`config.mk`:
```
export PLATFORM = sky130hd
export DESIGN_NAME = rcf_regulator_ctrl
export DESIGN_NICKNAME = d
export VERILOG_FILES = /design/src/rcf_pkg.sv /design/src/rcf_sync2.sv /design/src/rcf_level_decode.sv /design/src/rcf_regulator_ctrl.sv
export VERILOG_INCLUDE_DIRS = /design/src
export SDC_FILE = /design/constraint.sdc
export NUM_CORES = 2
export LEC_CHECK = 0
export BUFFER_PORTS_ARGS = -buffer_cell sky130_fd_sc_hd__buf_2
export CAP_MARGIN = 20
export CORE_UTILIZATION = 55
export CTS_CLUSTER_SIZE = 40
export DETAILED_ROUTE_END_ITERATION = 12
export PLACE_DENSITY = 0.7
export SYNTH_ARGS = -nofsm -noshare
export SYNTH_HDL_FRONTEND = slang
export SYNTH_HIERARCHICAL = 1
export SYNTH_SLANG_ARGS = --single-unit
```
`constraint.sdc`:
```
create_clock -name i_clock -period 32.2 [get_ports i_clock]
set_input_delay 0 -clock i_clock [delete_from_list [all_inputs] [get_ports i_clock]]
set_output_delay 0 -clock i_clock [all_outputs]
set_load 0.01 [all_outputs]
```
`src/rcf_defines.svh`:
```
`ifndef RCF_DEFINES_SVH
`define RCF_DEFINES_SVH

// ****************************************************************
// Register offsets (byte addresses)
// ****************************************************************
`define RCF_OFS_ENABLE 8'h00
`define RCF_OFS_DISCHARGE 8'h04
`define RCF_OFS_UNMASK 8'h08
`define RCF_OFS_POWER_GOOD 8'h0c
`define RCF_OFS_FAULT 8'h10
`define RCF_OFS_IRQ_STATUS 8'h14
`define RCF_OFS_IRQ_CLEAR 8'h18
`define RCF_OFS_IRQ_ENABLE 8'h1c
`define RCF_OFS_LEVEL_FIRST 8'h20
`define RCF_OFS_LEVEL_LAST 8'h5c

// ****************************************************************
// Reset values
// ****************************************************************
`define RCF_RST_ENABLE 12'h000
`define RCF_RST_DISCHARGE 8'h00
`define RCF_RST_UNMASK 12'h000
`define RCF_RST_IRQ_ENABLE 12'h000
`define RCF_RST_LEVEL 6'h00

// ****************************************************************
// Output level decode and power-good margins
// ****************************************************************
// Column base voltages in mV, column 7 in the top field
`define RCF_COL_BASE_MV 96'hc80_960_7d0_640_4b0_3e8_320_258
// Step size in mV per column, column 7 in the top byte
`define RCF_COL_STEP_MV 64'h64_64_32_32_32_19_19_19
`define RCF_BUCK_PG_PCT 7'h07
`define RCF_LDO_PG_PCT 7'h0b
`define RCF_PCT_FULL 7'h64

`endif

```
`src/rcf_pkg.sv`:
```
package rcf_pkg;

    // Per-rail control bundle driven toward the analog section
    typedef struct packed {
        logic enable;        // Regulator switched on
        logic discharge_on;  // Output pull-down resistor engaged
        logic [5:0] code;    // Active output_level_code
    } rcf_rail_type;

    // Decoded voltage pair for one rail
    typedef struct packed {
        logic [11:0] target_mv;  // Programmed output voltage
        logic [11:0] thresh_mv;  // Power-good threshold
    } rcf_level_type;

endpackage

```
`src/rcf_sync2.sv`:
```
`timescale 1ns/100ps

module rcf_sync2 #(
    parameter int WIDTH = 1
) (
    input wire logic i_clock,
    input wire logic i_rst,
    input wire logic [WIDTH-1:0] i_async,
    output logic [WIDTH-1:0] o_sync
);

    logic [WIDTH-1:0] meta_q; // First stage, read only by the second
    logic [WIDTH-1:0] sync_q; // Second stage

    // Two flops per bit; pins are asynchronous to i_clock
    always_ff @(posedge i_clock or posedge i_rst)
    begin
        if (i_rst)
        begin
            meta_q <= '0;
            sync_q <= '0;
        end
        else
        begin
            meta_q <= i_async;
            sync_q <= meta_q;
        end
    end

    assign o_sync = sync_q;

endmodule // rcf_sync2

```
`src/rcf_level_decode.sv`:
```
`timescale 1ns/100ps
`include "rcf_defines.svh"

module rcf_level_decode #(
    parameter logic [6:0] PG_PCT = `RCF_BUCK_PG_PCT
) (
    input wire logic i_clock,
    input wire logic i_rst,
    input wire logic [5:0] i_code,
    output rcf_pkg::rcf_level_type o_level
);

    // ****************************************************************
    // Code to millivolts
    // ****************************************************************
    logic [2:0] col;        // Coarse column, upper code bits
    logic [2:0] step;       // Step in column, lower code bits
    logic [11:0] base_mv;   // Column base
    logic [7:0] step_mv;    // Column step size
    logic [11:0] target_d;
    logic [18:0] scaled;    // Target times remaining percentage
    logic [11:0] thresh_d;
    rcf_pkg::rcf_level_type level_q;

    // Table lookup then linear step within the column
    always_comb
    begin
        col = i_code[5:3];
        step = i_code[2:0];
        base_mv = 12'(`RCF_COL_BASE_MV >> (12 * col));
        step_mv = 8'(`RCF_COL_STEP_MV >> (8 * col));
        // Product widened first, a 100 mV step times 7 overflows a byte
        target_d = base_mv + 12'(12'(step_mv) * 12'(step));
        // Threshold sits the margin below target; truncation errs low
        scaled = 19'(target_d) * 19'(`RCF_PCT_FULL - PG_PCT);
        thresh_d = 12'(scaled / 19'(`RCF_PCT_FULL));
    end

    // Registered so the outputs are flop driven
    always_ff @(posedge i_clock or posedge i_rst)
    begin
        if (i_rst)
            level_q <= '0;
        else
            level_q <= '{target_mv: target_d, thresh_mv: thresh_d};
    end

    assign o_level = level_q;

endmodule // rcf_level_decode

```
`src/rcf_regulator_ctrl.sv`:
```
// How it works
// - Buck runs while its enable bit set
// - Buck good bit 0 below 7% margin
// - Unmasked buck dropout raises host interrupt
// - Interrupt holds until recovered and good read
// - Code upper bits column, lower bits step
// - Rails start at default, host rewrites
// - Each rail follows its own level code
// - Linear regulator runs while enable set
// - Disabled linear rail discharged when enabled
// - Linear good bit 0 below 11% margin
// - Unmasked linear dropout raises host interrupt
// - Select pin picks low or high code
`timescale 1ns/100ps
`include "rcf_defines.svh"

module rcf_regulator_ctrl #(
    parameter int NUM_BUCK = 4,
    parameter int NUM_LDO = 8,
    parameter logic [3:0] SEL_MASK = 4'he,
    parameter logic [5:0] LEVEL_DEFAULT = `RCF_RST_LEVEL
) (
    input wire logic i_clock,
    input wire logic i_rst,
    input wire logic [7:0] i_addr,
    input wire logic [31:0] i_wdata,
    input wire logic i_wr,
    input wire logic i_rd,
    output logic [31:0] o_rdata,
    input wire logic i_level_select_pin,
    input wire logic [NUM_BUCK+NUM_LDO-1:0] i_pg_raw,
    output rcf_pkg::rcf_rail_type [NUM_BUCK+NUM_LDO-1:0] o_rail,
    output rcf_pkg::rcf_level_type [NUM_BUCK+NUM_LDO-1:0] o_level,
    output logic o_host_irq_n,
    output logic o_irq
);

    // ****************************************************************
    // Sizes
    // ****************************************************************
    localparam int NREG = NUM_BUCK + NUM_LDO;  // Rails, bucks first
    localparam int NLVL = 2 * NUM_BUCK + NUM_LDO; // Level code slots

    // ****************************************************************
    // Pin synchronisers
    // ****************************************************************
    logic [NREG-1:0] pg_s;  // Comparator result, 1 = at or above
    logic sel_s;            // Synchronised level_select_pin

    rcf_sync2 #(
        .WIDTH(NREG)
    ) u_pg_sync (
        .i_clock(i_clock),
        .i_rst(i_rst),
        .i_async(i_pg_raw),
        .o_sync(pg_s)
    );

    rcf_sync2 #(
        .WIDTH(1)
    ) u_sel_sync (
        .i_clock(i_clock),
        .i_rst(i_rst),
        .i_async(i_level_select_pin),
        .o_sync(sel_s)
    );

    // ****************************************************************
    // Address decode
    // ****************************************************************
    logic [7:0] lvl_ofs;     // Offset into level code window
    logic lvl_hit;           // Address falls on a level code word
    logic [3:0] lvl_idx;     // Level slot addressed
    logic rd_pg;             // Host reads the power-good word

    always_comb
    begin
        lvl_ofs = i_addr - `RCF_OFS_LEVEL_FIRST;
        lvl_hit = (i_addr >= `RCF_OFS_LEVEL_FIRST) && (i_addr <= `RCF_OFS_LEVEL_LAST) && (i_addr[1:0] == 2'h0);
        lvl_idx = lvl_ofs[5:2];
        rd_pg = i_rd && (i_addr == `RCF_OFS_POWER_GOOD);
    end

    // ****************************************************************
    // Control registers
    // ****************************************************************
    logic [NREG-1:0] enable_q, enable_d;       // Per-rail on bits
    logic [NUM_LDO-1:0] dis_q, dis_d;          // discharge_enable bits
    logic [NREG-1:0] unmask_q, unmask_d;       // fault_irq_unmask bits
    logic [NREG-1:0] irq_en_q, irq_en_d;       // Interrupt enable mask
    logic [5:0] lvl_q [NLVL];                  // Stored level codes
    logic [5:0] lvl_d [NLVL];

    // Host writes; the low and high codes of bucks occupy slots
    // 0..NUM_BUCK-1 and NUM_BUCK..2*NUM_BUCK-1, linear rails follow
    always_comb
    begin
        enable_d = enable_q;
        dis_d = dis_q;
        unmask_d = unmask_q;
        irq_en_d = irq_en_q;
        lvl_d = lvl_q;
        if (i_wr)
        begin
            case (i_addr)
                `RCF_OFS_ENABLE:
                    enable_d = i_wdata[NREG-1:0];
                `RCF_OFS_DISCHARGE:
                    dis_d = i_wdata[NUM_LDO-1:0];
                `RCF_OFS_UNMASK:
                    unmask_d = i_wdata[NREG-1:0];
                `RCF_OFS_IRQ_ENABLE:
                    irq_en_d = i_wdata[NREG-1:0];
                default:
                begin
                    // Only the addressed slot changes
                    if (lvl_hit && (int'(lvl_idx) < NLVL))
                        lvl_d[lvl_idx] = i_wdata[5:0];
                end
            endcase
        end
    end

    // Register stage for control state
    always_ff @(posedge i_clock or posedge i_rst)
    begin
        if (i_rst)
        begin
            enable_q <= `RCF_RST_ENABLE;
            dis_q <= `RCF_RST_DISCHARGE;
            unmask_q <= `RCF_RST_UNMASK;
            irq_en_q <= `RCF_RST_IRQ_ENABLE;
            // Power-up value is the default output voltage
            for (int k = 0; k < NLVL; k++)
                lvl_q[k] <= LEVEL_DEFAULT;
        end
        else
        begin
            enable_q <= enable_d;
            dis_q <= dis_d;
            unmask_q <= unmask_d;
            irq_en_q <= irq_en_d;
            lvl_q <= lvl_d;
        end
    end

    // ****************************************************************
    // Rail outputs and level decode
    // ****************************************************************
    rcf_pkg::rcf_rail_type [NREG-1:0] rail_d, rail_q;

    genvar g;
    generate
        for (g = 0; g < NREG; g++)
        begin : g_rail
            if (g < NUM_BUCK)
            begin : g_buck
                // Selectable bucks take the high code while pin is high
                always_comb
                begin
                    rail_d[g].enable = enable_q[g];
                    rail_d[g].discharge_on = 1'b0;
                    if (SEL_MASK[g] && sel_s)
                        rail_d[g].code = lvl_q[NUM_BUCK+g];
                    else
                        rail_d[g].code = lvl_q[g];
                end

                // 7% margin for switching rails
                rcf_level_decode #(
                    .PG_PCT(`RCF_BUCK_PG_PCT)
                ) u_dec (
                    .i_clock(i_clock),
                    .i_rst(i_rst),
                    .i_code(rail_q[g].code),
                    .o_level(o_level[g])
                );
            end
            else
            begin : g_ldo
                // Pull-down only while disabled and permitted
                always_comb
                begin
                    rail_d[g].enable = enable_q[g];
                    rail_d[g].discharge_on = dis_q[g-NUM_BUCK] & ~enable_q[g];
                    rail_d[g].code = lvl_q[NUM_BUCK+g];
                end

                // 11% margin for linear rails
                rcf_level_decode #(
                    .PG_PCT(`RCF_LDO_PG_PCT)
                ) u_dec (
                    .i_clock(i_clock),
                    .i_rst(i_rst),
                    .i_code(rail_q[g].code),
                    .o_level(o_level[g])
                );
            end
        end
    endgenerate

    // Rail bundle register; the select pin takes effect here
    always_ff @(posedge i_clock or posedge i_rst)
    begin
        if (i_rst)
        begin
            for (int k = 0; k < NREG; k++)
                rail_q[k] <= '{enable: 1'b0, discharge_on: 1'b0, code: LEVEL_DEFAULT};
        end
        else
            rail_q <= rail_d;
    end

    assign o_rail = rail_q;

    // ****************************************************************
    // Fault detection and interrupt
    // ****************************************************************
    logic [NREG-1:0] pg_prev_q, pg_prev_d;   // Good level one cycle ago
    logic [NREG-1:0] fault_q, fault_d;       // Pending fault per rail
    logic [NREG-1:0] seen_q, seen_d;         // Good bit read since fault
    logic [NREG-1:0] stat_q, stat_d;         // Sticky fault events
    logic [NREG-1:0] fault_evt;              // Dropout on unmasked rail
    logic [NREG-1:0] recovered;              // Off or back in regulation

    // A good to bad transition is used rather than the level, so a
    // rail ramping in soft start does not trip the interrupt.
    // Limitation: a rail that never reached good after enable can
    // not raise the line; software must poll its good bit instead.
    // The previous sample resets to 0, so no false edge follows
    // reset even though the synchronisers also start at 0.
    always_comb
    begin
        pg_prev_d = pg_s;
        fault_evt = unmask_q & enable_q & pg_prev_q & ~pg_s;
        recovered = ~enable_q | pg_s;
        // A read only counts after the fault it answers
        seen_d = (seen_q | (rd_pg ? fault_q : '0)) & ~fault_evt;
        // New event wins over release in the same cycle
        fault_d = fault_evt | (fault_q & ~(seen_q & recovered));
        stat_d = fault_evt | (stat_q & ~((i_wr && (i_addr == `RCF_OFS_IRQ_CLEAR)) ? i_wdata[NREG-1:0] : '0));
    end

    // Register stage for fault state
    always_ff @(posedge i_clock or posedge i_rst)
    begin
        if (i_rst)
        begin
            pg_prev_q <= '0;
            fault_q <= '0;
            seen_q <= '0;
            stat_q <= '0;
        end
        else
        begin
            pg_prev_q <= pg_prev_d;
            fault_q <= fault_d;
            seen_q <= seen_d;
            stat_q <= stat_d;
        end
    end

    // Line low while any fault is pending.
    // The line is not gated by the interrupt enable mask; that mask
    // only steers the sticky status onto the level output o_irq.
    // Both outputs come from flops or a gate over flops, so they
    // never glitch on a bus access.
    assign o_host_irq_n = ~|fault_q;
    assign o_irq = |(stat_q & irq_en_q);

    // ****************************************************************
    // Read data
    // ****************************************************************
    logic [31:0] rdata_d, rdata_q;   // Answer in the cycle after i_rd

    // Unmapped and write-only words read as zero.
    // Reading the good word is what releases a pending fault; the fault
    // logic above uses rd_pg, while this mux decodes that address itself.
    // The answer is zero outside the read cycle, which keeps a shared
    // return bus quiet without an extra enable.
    always_comb
    begin
        rdata_d = '0;
        if (i_rd)
        begin
            case (i_addr)
                `RCF_OFS_ENABLE:
                    rdata_d[NREG-1:0] = enable_q;
                `RCF_OFS_DISCHARGE:
                    rdata_d[NUM_LDO-1:0] = dis_q;
                `RCF_OFS_UNMASK:
                    rdata_d[NREG-1:0] = unmask_q;
                `RCF_OFS_POWER_GOOD:
                    rdata_d[NREG-1:0] = pg_s;
                `RCF_OFS_FAULT:
                    rdata_d[NREG-1:0] = fault_q;
                `RCF_OFS_IRQ_STATUS:
                    rdata_d[NREG-1:0] = stat_q;
                `RCF_OFS_IRQ_ENABLE:
                    rdata_d[NREG-1:0] = irq_en_q;
                default:
                begin
                    if (lvl_hit && (int'(lvl_idx) < NLVL))
                        rdata_d[5:0] = lvl_q[lvl_idx];
                end
            endcase
        end
    end

    // Read data stands for one cycle only
    always_ff @(posedge i_clock or posedge i_rst)
    begin
        if (i_rst)
            rdata_q <= '0;
        else
            rdata_q <= rdata_d;
    end

    assign o_rdata = rdata_q;

endmodule // rcf_regulator_ctrl

```
==> impl_results.md <==
- Initial antenna violation count: 19
- Synth top cells by count: inv_1 (1051), ha_1 (755), nand2_1 (721)
- Final worst path period need: 16.08 ns
- # nets final: 11524
- Fillers: 13869
- RSZ-0062 raised after global routing: false
- DRC violations left: 0
- Wire length on met1: about 110 mm
- Fin Clk Skew: 0.0461 ns
- Vias in the first global route: 75773
- Routed via count: 79617
- Synth Flop Type: dfrtp_1
- Post-synth EDFFs: 0
- Synth Cell Area: 0.0871 sq mm
- Die area: 0.160 sq mm
- Outcome: complete, no violations
- Post-route setup TNS: 0 ns
- Synthesized flop and latch total: ~610
- Critical path data arrival time: 16.70 ns
- Critical Path Sink Type: register
- FF-to-FF path depth: 57
- Slowest stage delay, CP: 0.83 ns
- Reg2reg setup slack: 16.12 ns
- Met3 WL: approximately 19 mm
- H-Tree Depth: 3
- CTS root buf: clkbuf_16
- Core area: 0.157 sq mm
- First-pass GRT wire length: 401 mm
- Setup crit start kind: register
- Slew @ Worst Pin: 1.09 ns
- Setup violators final: 0
- TritonCTS Sinks: 606
- Top cell type by total area after synthesis: dfrtp_1
- Worst Path Max Fanout: 14
- Final Cycle Share: 49.9%
- R2R Path End: g_rail[9].g_ldo.u_dec/o_level[0]$_DFF_PP0_
- Die Y: between 300 and 400 um
- Post-Synthesis Cells: between 10000 and 15000
- Initial Util: 55.6%
- CTS tree: yes
- Most frequent cell after synthesis: inv_1
- Via density: 6.38
- Max-Cap Viols: 0
- DR WL/cell: 19.9 um
- FF+latch area: approximately 0.015 sq mm
- Mapped Avg Cell Area: 8.63 sq um
- TritonCTS Buffers: 80
- Async set-reset flop share out of synthesis: 100%
- P&R area growth vs syn: 7.57%
- Die width: around 400 um
- Yosys top cell area share: ~17%
- Sequential fraction of the synthesis area: 17.4%
- Pre-antenna DRT Iters: 8
- DRT antenna net count: 0
- Largest net degree at the start of global routing: 109
- Max-slew violations: 0
- CTS Buffer Depth: 3
- Clock Latency Late Sink: between 0.7 and 0.8 ns
- Routed Wire Length: about 250 mm
- Worst path required time: 32.82 ns
- Io pins: between 400 and 500
- Share of layout cells above drive strength 1: 14.9%
- Max Clk Rate: 0.0622 GHz
- Post_cts resized: 0
- Area of the multi-input gates: 0.0659 sq mm
- Worst reg2reg startpoint: o_rail[76]$_DFF_PP0_
- Area contributors post-synth: dfrtp_1 (17%), ha_1 (11%), fa_1 (8.6%), inv_1 (4.5%), a21oi_1 (3.2%)
- Global route total overflow: 0
- Post-CTS Setup Bufs: 0
- Hpwl dp: 194 mm
- Synth Warn #: 6
- Yosys cell types: 192
- Met2 WL: roughly 110 mm
- CP Class: reg2reg
- IO buf count: between 400 and 500
- Slew headroom: 26.8%
- Number of DRC markers in iteration 0: 6344
- Final GP Congestion: between 0.9 and 1
- # hold bufs at CTS: 50
- Worst hold path type: in2async
- Final Util: 59.8%
- Top routing layer in use: met5
- Critical-path top delay cell: a211oi_1
- Total GRT Usage: 30.3%
- Clk slew on worst S/H paths: 0.07 ns
- Fin. Hold Viols: 0
- Site row count: 145
[area by class of cell]
cell class | instances | share of cell area [%]
multi-input cells | 8074 | 70.4
inverters | 1061 | 4.26
clock inverters | 48 | 0.740
diodes | 9 | 0.0240
flip-flops and latches | 606 | 16.2
well taps | 2058 | 2.75
clock buffers | 101 | 2.39
repair buffers | 517 | 3.26
[critical path: cells and delay by family, from the launching register on]
| kind | cells | cell delay (ns) |
|---|---|---|
| flops | 1 | 0.57 |
| buf+inv | 8 | 0.78 |
| xor+xnor | 2 | 0.43 |
| simple gates | 11 | 2.84 |
| mux | 1 | 0.44 |
| fa+ha+maj | 9 | 3.28 |
| compound gates | 26 | 7.63 |
[worst max-delay path by stage]
stage / startpoint / end / slack [ns] / cells past startpoint
final: o_rail[76]$_DFF_PP0_ / g_rail[9].g_ldo.u_dec/o_level[0]$_DFF_PP0_ / 16.12 / 57
after global routing: o_rail[76]$_DFF_PP0_ / g_rail[9].g_ldo.u_dec/o_level[0]$_DFF_PP0_ / 14.77 / 57
after CTS: o_rail[76]$_DFF_PP0_ / g_rail[9].g_ldo.u_dec/o_level[0]$_DFF_PP0_ / 16.37 / 58
after detailed placement: o_rail[76]$_DFF_PP0_ / g_rail[9].g_ldo.u_dec/o_level[0]$_DFF_PP0_ / 16.48 / 58
after global placement: o_rail[76]$_DFF_PP0_ / g_rail[9].g_ldo.u_dec/o_level[0]$_DFF_PP0_ / 16.71 / 55
after floorplan: o_rail[27]$_DFF_PP0_ / g_rail[3].g_buck.u_dec/o_level[0]$_DFF_PP0_ / 18.85 / 54
[kinds of logic after synthesis]
kind of cell,synth area share (%)
AOI/OAI and AO/OA,28.0
xor gates and xnor gates,4.30
adders and majority gates,19.6
buffers and inverters,6.99
DFF,17.4
muxes,5.54
other,0.00431
and+or+nand+nor,18.1
[cell usage in the layout (no fill, tap or decap), types with 196 or more instances in the layout]
cell type / netlist / routed
a21oi_1: 565 / 565
nand3_1: 326 / 326
xnor2_1: 240 / 240
nor2_1: 573 / 573
o21ai_0: 333 / 333
fa_1: 372 / 372
mux2_2: 196 / 196
a21o_1: 196 / 196
ha_1: 755 / 755
inv_1: 1051 / 1050
nor3_1: 250 / 250
nand2_1: 721 / 721
dfrtp_1: 606 / 606
buf_2: 156 / 429
[metrics by stage]
stage          hold slack [ns]  std cells  cell area, sq um  setup WS [ns]
2_1_floorplan           -0.259      10117             87200          18.85
3_3_place_gp             0.110      12256             90000          16.71
3_5_place_dp             0.110      12256             90000          16.48
4_1_cts                 0.0157      12455             93500          16.37
5_1_grt                 0.0742      12471             93700          14.77
6_report                0.0914      12474             93700          16.12
[state kept, by name (all words and copies together) (netlist names), 92 cells and up]
name	cells
g_rail.g_buck.u_dec/o_level	96
lvl_q	96
g_rail.g_ldo.u_dec/o_level	192
o_rail	92
[layer usage]
| metal | global-route usage [%] | vias up |
|---|---|---|
| li1 | - | 37866 |
| met1 | 40.9 | 38638 |
| met2 | 48.2 | 2671 |
| met3 | 6.00 | 430 |
| met4 | 10.4 | 12 |
| met5 | 0 | - |
Power is not shown: default switching activity piles up to over one toggle a cycle in this logic, so the estimate is an artifact.
